### config.mk
export PLATFORM = sky130hd
export DESIGN_NAME = bms_seq
export DESIGN_NICKNAME = d
export VERILOG_FILES = /design/src/bms_pkg.sv /design/src/bms_line_filter.sv /design/src/bms_seq.sv
export SDC_FILE = /design/constraint.sdc
export NUM_CORES = 1
export LEC_CHECK = 0
export BUFFER_PORTS_ARGS = -buffer_cell sky130_fd_sc_hd__buf_2
export CAP_MARGIN = 20
export CORE_MARGIN = 3
export CORE_UTILIZATION = 24
export CTS_CLUSTER_DIAMETER = 80
export DETAILED_ROUTE_END_ITERATION = 8
export GPL_ROUTABILITY_DRIVEN = 0
export PLACE_DENSITY = 0.47
export SYNTH_ARGS = -nofsm -noshare
export SYNTH_HDL_FRONTEND = slang
export SYNTH_SLANG_ARGS = --single-unit
### constraint.sdc
create_clock -name sys_clk -period 5.7 [get_ports sys_clk]
set_input_delay 0 -clock sys_clk [delete_from_list [all_inputs] [get_ports sys_clk]]
set_output_delay 0 -clock sys_clk [all_outputs]
set_load 0.01 [all_outputs]
### src/bms_pkg.sv
// Shared constants and types of the battery monitor sequencer
`default_nettype none
package bms_pkg;
  localparam longint CLK_PERIOD_PS    = 64'd20_000;
  localparam longint SPIKE_MAX_PS     = 64'd50_000;
  localparam longint SLEEP_MIN_PS     = 64'd1_500_000_000_000;
  localparam longint CONV_TIME_PS     = 64'd220_000_000_000;
  localparam longint CURR_PERIOD_PS   = 64'd878_000_000_000;
  localparam longint PRECHARGE_MIN_PS = 64'd13_300_000_000;

  // Least times round up, whole periods round down
  localparam int SPIKE_CYC     = int'((SPIKE_MAX_PS + CLK_PERIOD_PS - 64'd1) / CLK_PERIOD_PS);
  localparam int SLEEP_CYC     = int'((SLEEP_MIN_PS + CLK_PERIOD_PS - 64'd1) / CLK_PERIOD_PS);
  localparam int CONV_CYC      = int'(CONV_TIME_PS / CLK_PERIOD_PS);
  localparam int CURR_CYC      = int'(CURR_PERIOD_PS / CLK_PERIOD_PS);
  localparam int PRECHARGE_CYC = int'((PRECHARGE_MIN_PS + CLK_PERIOD_PS - 64'd1) / CLK_PERIOD_PS);

  localparam int CNT_W  = 32;
  localparam int DATA_W = 16;

  localparam logic [DATA_W-1:0] MEAS_RESET  = 16'h0000;
  localparam logic [DATA_W-1:0] ACCUM_MAX   = 16'hFFFF;
  localparam logic [DATA_W-1:0] ACCUM_MIN   = 16'h0000;

  typedef enum logic [1:0] {
    CH_VIN  = 2'b00,
    CH_AUX_INPUT_ZERO = 2'b01,
    CH_AUX_INPUT_ONE = 2'b10
  } bms_chan_type;

  typedef enum logic {
    MODE_ACTIVE = 1'b0,
    MODE_SLEEP  = 1'b1
  } bms_mode_type;

  typedef struct packed {
    logic scl;
    logic sda;
  } bms_bus_type;

  typedef struct packed {
    logic [DATA_W-1:0] battery;
    logic [DATA_W-1:0] aux_zero;
    logic [DATA_W-1:0] aux_one;
  } bms_volt_type;
endpackage
`default_nettype wire

### src/bms_line_filter.sv
// Two-stage synchroniser and spike filter for one bus line
`default_nettype none
module bms_line_filter
  import bms_pkg::*;
#(
  parameter int SPIKE_CYCLES = SPIKE_CYC
)
(
  input  wire logic sys_clk,
  input  wire logic rst_n,
  input  wire logic line_raw,
  output var  logic line_filt
);
  logic             sync1_reg;
  logic             sync2_reg;
  logic [CNT_W-1:0] stable_cnt_reg;

  always_ff @(posedge sys_clk)
  begin
    if (!rst_n)
    begin
      sync1_reg <= 1'b0;
      sync2_reg <= 1'b0;
    end
    else
    begin
      sync1_reg <= line_raw;
      sync2_reg <= sync1_reg;
    end
  end

  // A new level must outlast the longest spike to be taken
  always_ff @(posedge sys_clk)
  begin
    if (!rst_n)
    begin
      stable_cnt_reg <= '0;
      line_filt      <= 1'b0;
    end
    else if (sync2_reg == line_filt)
    begin
      stable_cnt_reg <= '0;
    end
    else if (stable_cnt_reg >= CNT_W'(SPIKE_CYCLES))
    begin
      stable_cnt_reg <= '0;
      line_filt      <= sync2_reg;
    end
    else
    begin
      stable_cnt_reg <= stable_cnt_reg + CNT_W'(1);
    end
  end
endmodule
`default_nettype wire

### src/bms_seq.sv
// Measurement and power sequencer of the battery monitor
`default_nettype none
module bms_seq
  import bms_pkg::*;
#(
  parameter int SLEEP_CYCLES     = SLEEP_CYC,
  parameter int CONV_CYCLES      = CONV_CYC,
  parameter int CURR_CYCLES      = CURR_CYC,
  parameter int PRECHARGE_CYCLES = PRECHARGE_CYC
)
(
  input  wire logic                sys_clk,
  input  wire logic                rst_n,
  input  wire logic                scl_in,
  input  wire logic                sda_in,
  input  wire logic                sda_pull_req,
  input  wire logic                sleep_permit,
  input  wire logic                divider_supply_disable,
  input  wire logic [DATA_W-1:0]   volt_adc_data,
  input  wire logic [DATA_W-1:0]   curr_adc_data,
  output var  logic                sda_out,
  output var  logic                sda_oe_n,
  output var  logic                divider_supply_out,
  output var  logic [1:0]          volt_chan_sel,
  output var  logic                volt_ref_ratiometric,
  output var  logic                volt_conv_run,
  output var  logic                curr_conv_run,
  output var  logic                sleep_state,
  output var  bms_bus_type         bus_filt,
  output var  bms_volt_type        volt_meas,
  output var  logic [DATA_W-1:0]   current_reg,
  output var  logic [DATA_W-1:0]   charge_accumulator
);
  bms_bus_type      bus_raw;
  bms_bus_type      bus_clean;
  bms_mode_type     mode_reg;
  bms_chan_type     chan_reg;
  bms_chan_type     chan_next;
  logic [CNT_W-1:0] low_cnt_reg;
  logic [CNT_W-1:0] conv_cnt_reg;
  logic [CNT_W-1:0] curr_cnt_reg;
  logic             any_high;
  logic             active;
  logic             conv_done;
  logic             curr_done;
  logic             supply_next;
  logic signed [DATA_W+1:0] accum_sum;

  assign bus_raw.scl = scl_in;
  assign bus_raw.sda = sda_in;

  // One filter per bus line
  genvar gi;
  generate
    for (gi = 0; gi < $bits(bms_bus_type); gi++)
    begin : g_filt
      bms_line_filter #(
        .SPIKE_CYCLES (SPIKE_CYC)
      ) u_filt (
        .sys_clk   (sys_clk),
        .rst_n     (rst_n),
        .line_raw  (bus_raw[gi]),
        .line_filt (bus_clean[gi])
      );
    end
  endgenerate

  assign any_high  = bus_clean.scl | bus_clean.sda;
  assign active    = (mode_reg == MODE_ACTIVE);
  assign conv_done = active && (conv_cnt_reg >= CNT_W'(CONV_CYCLES - 1));
  assign curr_done = active && (curr_cnt_reg >= CNT_W'(CURR_CYCLES - 1));

  always_ff @(posedge sys_clk)
  begin
    if (!rst_n)
    begin
      bus_filt <= '0;
    end
    else
    begin
      bus_filt <= bus_clean;
    end
  end

  // Data line is open drain; the clock line is never driven
  always_ff @(posedge sys_clk)
  begin
    if (!rst_n)
    begin
      sda_out  <= 1'b0;
      sda_oe_n <= 1'b1;
    end
    else
    begin
      sda_out  <= 1'b0;
      sda_oe_n <= ~sda_pull_req;
    end
  end

  // Bus low timer
  always_ff @(posedge sys_clk)
  begin
    if (!rst_n)
    begin
      low_cnt_reg <= '0;
    end
    else if (any_high || !sleep_permit || !active)
    begin
      low_cnt_reg <= '0;
    end
    else if (low_cnt_reg < CNT_W'(SLEEP_CYCLES))
    begin
      low_cnt_reg <= low_cnt_reg + CNT_W'(1);
    end
  end

  // Power mode
  always_ff @(posedge sys_clk)
  begin
    if (!rst_n)
    begin
      mode_reg <= MODE_ACTIVE;
    end
    else
    begin
      unique case (mode_reg)
        MODE_ACTIVE:
        begin
          if (sleep_permit && !any_high && (low_cnt_reg >= CNT_W'(SLEEP_CYCLES - 1)))
          begin
            mode_reg <= MODE_SLEEP;
          end
        end
        MODE_SLEEP:
        begin
          if (any_high)
          begin
            mode_reg <= MODE_ACTIVE;
          end
        end
      endcase
    end
  end

  always_ff @(posedge sys_clk)
  begin
    if (!rst_n)
    begin
      sleep_state <= 1'b0;
    end
    else
    begin
      sleep_state <= (mode_reg == MODE_SLEEP);
    end
  end

  // Voltage slot timer
  always_ff @(posedge sys_clk)
  begin
    if (!rst_n)
    begin
      conv_cnt_reg <= '0;
    end
    else if (!active || conv_done)
    begin
      conv_cnt_reg <= '0;
    end
    else
    begin
      conv_cnt_reg <= conv_cnt_reg + CNT_W'(1);
    end
  end

  always_comb
  begin
    unique case (chan_reg)
      CH_VIN:  chan_next = CH_AUX_INPUT_ZERO;
      CH_AUX_INPUT_ZERO: chan_next = CH_AUX_INPUT_ONE;
      CH_AUX_INPUT_ONE: chan_next = CH_VIN;
      default: chan_next = CH_VIN;
    endcase
  end

  always_ff @(posedge sys_clk)
  begin
    if (!rst_n)
    begin
      chan_reg <= CH_VIN;
    end
    else if (!active)
    begin
      chan_reg <= CH_VIN;
    end
    else if (conv_done)
    begin
      chan_reg <= chan_next;
    end
  end

  always_ff @(posedge sys_clk)
  begin
    if (!rst_n)
    begin
      volt_chan_sel        <= CH_VIN;
      volt_ref_ratiometric <= 1'b0;
      volt_conv_run        <= 1'b0;
    end
    else
    begin
      volt_chan_sel        <= chan_reg;
      volt_ref_ratiometric <= (chan_reg != CH_VIN);
      volt_conv_run        <= active;
    end
  end

  // Divider supply: precharge before aux zero, off after aux one
  always_comb
  begin
    supply_next = 1'b0;
    if (active && !divider_supply_disable)
    begin
      unique case (chan_reg)
        CH_VIN:  supply_next = (conv_cnt_reg >= CNT_W'(CONV_CYCLES - PRECHARGE_CYCLES));
        CH_AUX_INPUT_ZERO: supply_next = 1'b1;
        CH_AUX_INPUT_ONE: supply_next = 1'b1;
        default: supply_next = 1'b0;
      endcase
    end
  end

  always_ff @(posedge sys_clk)
  begin
    if (!rst_n)
    begin
      divider_supply_out <= 1'b0;
    end
    else
    begin
      divider_supply_out <= supply_next;
    end
  end

  // Voltage results
  always_ff @(posedge sys_clk)
  begin
    if (!rst_n)
    begin
      volt_meas <= '{MEAS_RESET, MEAS_RESET, MEAS_RESET};
    end
    else if (conv_done)
    begin
      unique case (chan_reg)
        CH_VIN:  volt_meas.battery  <= volt_adc_data;
        CH_AUX_INPUT_ZERO: volt_meas.aux_zero <= volt_adc_data;
        CH_AUX_INPUT_ONE: volt_meas.aux_one  <= volt_adc_data;
        default: volt_meas.battery  <= volt_meas.battery;
      endcase
    end
  end

  // Current averaging period, independent of the voltage slots
  always_ff @(posedge sys_clk)
  begin
    if (!rst_n)
    begin
      curr_cnt_reg  <= '0;
      curr_conv_run <= 1'b0;
    end
    else
    begin
      curr_conv_run <= active;
      if (!active || curr_done)
      begin
        curr_cnt_reg <= '0;
      end
      else
      begin
        curr_cnt_reg <= curr_cnt_reg + CNT_W'(1);
      end
    end
  end

  always_ff @(posedge sys_clk)
  begin
    if (!rst_n)
    begin
      current_reg <= MEAS_RESET;
    end
    else if (curr_done)
    begin
      current_reg <= curr_adc_data;
    end
  end

  // Accumulate with clamping at both ends
  assign accum_sum = $signed({2'b00, charge_accumulator})
                   + $signed({{2{curr_adc_data[DATA_W-1]}}, curr_adc_data});

  always_ff @(posedge sys_clk)
  begin
    if (!rst_n)
    begin
      charge_accumulator <= MEAS_RESET;
    end
    else if (curr_done)
    begin
      if (accum_sum < 0)
      begin
        charge_accumulator <= ACCUM_MIN;
      end
      else if (accum_sum > $signed({2'b00, ACCUM_MAX}))
      begin
        charge_accumulator <= ACCUM_MAX;
      end
      else
      begin
        charge_accumulator <= accum_sum[DATA_W-1:0];
      end
    end
  end
endmodule
`default_nettype wire

==> flow_summary.yaml <==
logic_synthesis:
  proportion_of_synthesized_chip_area_in_sequential_cells: 0.5349
  synth.avg_cell_area_um2: 9.438
  yosysTopAreaCellShare: 0.5349
  synth-main-ff-cell: "sky130_fd_sc_hd__dfxtp_1"
  synth_area_leader_cell: "sky130_fd_sc_hd__dfxtp_1"
  mappedNetlistArea_mm2: 0.009656
  netlist-cell-type-count: 55
  top_area_cells_in_the_synthesized_netlist: "sky130_fd_sc_hd__dfxtp_1 (53%), sky130_fd_sc_hd__xor2_1 (5.2%), sky130_fd_sc_hd__nor2_1 (4.9%)"
  synth-async-reset-ratio: 0
  yosysWarnings: 0
  post_synth_inst_count: 1023
  synth_seq_cells: 258
  count_of_flip_flops_with_a_built_in_enable_after_synthesis: 0
timing:
  tightest_slew_ns: 1.031
  final.period_utilization: 0.5056
  clock.fmax_mhz: 347.0
  post-route-min-period_ns: 2.882
  rsz0062_at_grt: "false"
  setup_violation_total_in_the_final_timing_report: 0
  final-hold-violation-count: 0
  max-slew-margin-rel: 0.3126
  setup_total_negative_slack_ns: 0
  worst_hold_slack_ns: 0.1615
  final.setup_skew_ns: 0.01514
  timing_max_transition_violations_final: 0
drt:
  vias: 7555
  drc: 0
  drt.antenna.violating_nets: 0
  drt_iter0_drc: 275
  detail_route.wirelength_um: 22220
  routed_wire_length_per_instance_um: 12.33
  vias_per_cell: 4.195
  drt_pre_antenna_iters: 4
clocking:
  cts.sink_count: 258
  clock_tree_from_tritoncts: "yes"
  cts-hold-fix-buffers: 39
  cell_at_the_root_of_the_clock_tree: "sky130_fd_sc_hd__clkbuf_16"
  clkLatencyLatePin_ns: 0.55
  cts.reportedPaths.clkPinSlew_ns: 0.06
  cts-resized-gates: 0
  cts_buffers: 28
  cts_post_setup_buffers_inserted: 0
  cts_htree_levels: 1
  buffers_from_clock_root_to_sink_at_most: 3
power_and_ir_drop:
  leakage_nw: 5.114
  p_comb_frac: 0.103
  p_int_mw: 3.257
  total_power_mw: 4.288
  p_sw_mw: 1.031
  pwr_density_cell_mw_per_mm2: 342.4
  power.ir.vdd_worst_v: 0.0001813
  share_seq_of_total_power: 0.450
  share_clk_of_total_power: 0.447
  swShare: 0.2404
run:
  maxcap_violations: 0
grt:
  grt_use_total: 0.1044
  first_global_vias: 7424
  overflow: 0
  grt_first_pass_wirelength_um: 37200
  grt_start_max_net_pins: 107
  number_of_antenna_violations_at_the_first_check_in_global_routing: 0
setup_path:
  timing.critical_path.required_ns: 6.18
  criticalPathCategory: "reg -> reg"
  timing.critical_path.fanout_max: 15
  cp_top_delay_family: "simple AND/OR/NAND/NOR gates"
  timing.critical_path.buf_inv: 0
  cpMaxStageDelayCell: "sky130_fd_sc_hd__nor3b_4"
  critPathLaunchType: "register"
  critPathCaptureType: "register"
  cp.arrival_ns: 3.36
  crit_path_cell_trace: "ha_1 -> a211oi_2 -> o21bai_1 -> o2111ai_1 -> a21oi_1 -> or3_1 -> nand2_1 -> nor3b_4 -> a22o_1"
  cpPeakStageDelay_ns: 0.62
final_layout:
  antenna_cells: 0
  layout.cells.most_common: "sky130_fd_sc_hd__dfxtp_1"
  areaGrowthSynthToFinish_pct: 29.70
  nNetsFinal: 1328
  largest_reg_flops: 64
  final_cell_mix: "sky130_fd_sc_hd__dfxtp_1 (258), sky130_fd_sc_hd__buf_2 (127), sky130_fd_sc_hd__nor2_1 (124)"
  post_route_cells_drive_above_1_share: 0.1520
  post-route-util: 0.3196
floorplanning:
  die_width_um: 206.6
  top_level_ports: 130
  floorplan.die.height_um: 206.6
  die_area_mm2: 0.04267
  core_area_mm2: 0.03919
  initial_core_util: 0.2464
  placementRows: 72
placement:
  buffer_ports.inserted: 128
  dpl.hpwl_um: 15130
hold_path:
  worstHoldPathType: "in -> reg"
outcome:
  status: "complete, no violations"
[per-stage QoR]
step | cells | cell area [um^2] | setup WS [ns]
floorplan | 1097 | 9933 | 3.206
global placement | 1706 | 11080 | 2.774
detailed placement | 1707 | 11090 | 2.807
CTS | 1798 | 12480 | 2.786
global route | 1801 | 12520 | 2.504
finish | 1801 | 12520 | 2.818
[tightest hold or removal path: stages]
cell and delay, ns:
sky130_fd_sc_hd__dlygate4sd3_1 0.53, sky130_fd_sc_hd__buf_2 0.10, sky130_fd_sc_hd__nand2_1 0.04
[final timing paths]
kind | startpoint | endpoint | slack (ns) | depth (start not counted)
max | charge_accumulator[1] | charge_accumulator[13] | 2.82 | 9
min | sda_pull_req | sda_oe_n | 0.16 | 3
max reg2reg | charge_accumulator[1] | charge_accumulator[13] | 2.82 | 9
min reg2reg | g_filt[1].u_filt.stable_cnt_reg[0] | g_filt[1].u_filt.stable_cnt_reg[0] | 0.42 | 1
[power groups by stage]
stage	Clock, mW	Sequential [mW]	Combinational, mW
3_5_place_dp	0	1.97	0.417
3_3_place_gp	0	1.97	0.413
5_1_grt	2.07	1.94	0.501
2_1_floorplan	0	1.99	0.255
6_report	1.92	1.93	0.440
4_1_cts	1.99	1.93	0.440
[routing by layer]
layer	share of wire	wire length, um	vias to the layer above	global-route usage
met4	0.025	558	0	0.02618
li1	-	-	3922	-
met5	0	0	-	0
met1	0.46	10270	3453	0.1340
met3	0.071	1577	39	0.03826
met2	0.44	9805	141	0.1672
[cell families (layout without fill, tap and decap cells)]
logic type / after synthesis / in the layout / share of synthesized area
and+or+nand+nor: 434 / 434 / 0.2151
adders and majority gates: 28 / 28 / 0.03706
other: 1 / 75 / 0.0003884
muxes: 20 / 20 / 0.02125
AOI/OAI and AO/OA: 140 / 140 / 0.09006
DFF: 258 / 258 / 0.5349
buffers and inverters: 61 / 247 / 0.02773
xor gates and xnor gates: 81 / 81 / 0.07347
[synth_stat cells, types with 5 or more instances]
| master | n |
|---|---|
| sky130_fd_sc_hd__mux2i_1 | 19 |
| sky130_fd_sc_hd__o21ai_0 | 65 |
| sky130_fd_sc_hd__nor2_1 | 127 |
| sky130_fd_sc_hd__a22o_1 | 15 |
| sky130_fd_sc_hd__dfxtp_1 | 258 |
| sky130_fd_sc_hd__xnor2_1 | 24 |
| sky130_fd_sc_hd__o21a_1 | 7 |
| sky130_fd_sc_hd__a21oi_1 | 21 |
| sky130_fd_sc_hd__nor2b_1 | 8 |
| sky130_fd_sc_hd__and3_1 | 13 |
| sky130_fd_sc_hd__xor2_1 | 57 |
| sky130_fd_sc_hd__and2_1 | 19 |
| sky130_fd_sc_hd__ha_1 | 27 |
| sky130_fd_sc_hd__nor4_1 | 21 |
| sky130_fd_sc_hd__o211ai_1 | 5 |
| sky130_fd_sc_hd__nand3_1 | 88 |
| sky130_fd_sc_hd__nor3_1 | 14 |
| sky130_fd_sc_hd__nand2b_1 | 6 |
| sky130_fd_sc_hd__and4_1 | 6 |
| sky130_fd_sc_hd__nand4_1 | 20 |
| sky130_fd_sc_hd__or4_1 | 7 |
| sky130_fd_sc_hd__nand2_1 | 94 |
| sky130_fd_sc_hd__clkbuf_1 | 30 |
| sky130_fd_sc_hd__inv_1 | 18 |
[cell type report]
| class | count | area, um^2 |
|---|---|---|
| inverter | 19 | 71.32 |
| clock buffer | 39 | 812.0 |
| multi-input combinational | 778 | 4513 |
| tap | 518 | 648.1 |
| timing repair buffer | 176 | 1127 |
| fill | 4089 | 26660 |
| sequential | 258 | 5165 |
| clock inverter | 13 | 186.4 |
Note: power is estimated with default switching activity, not from simulation.
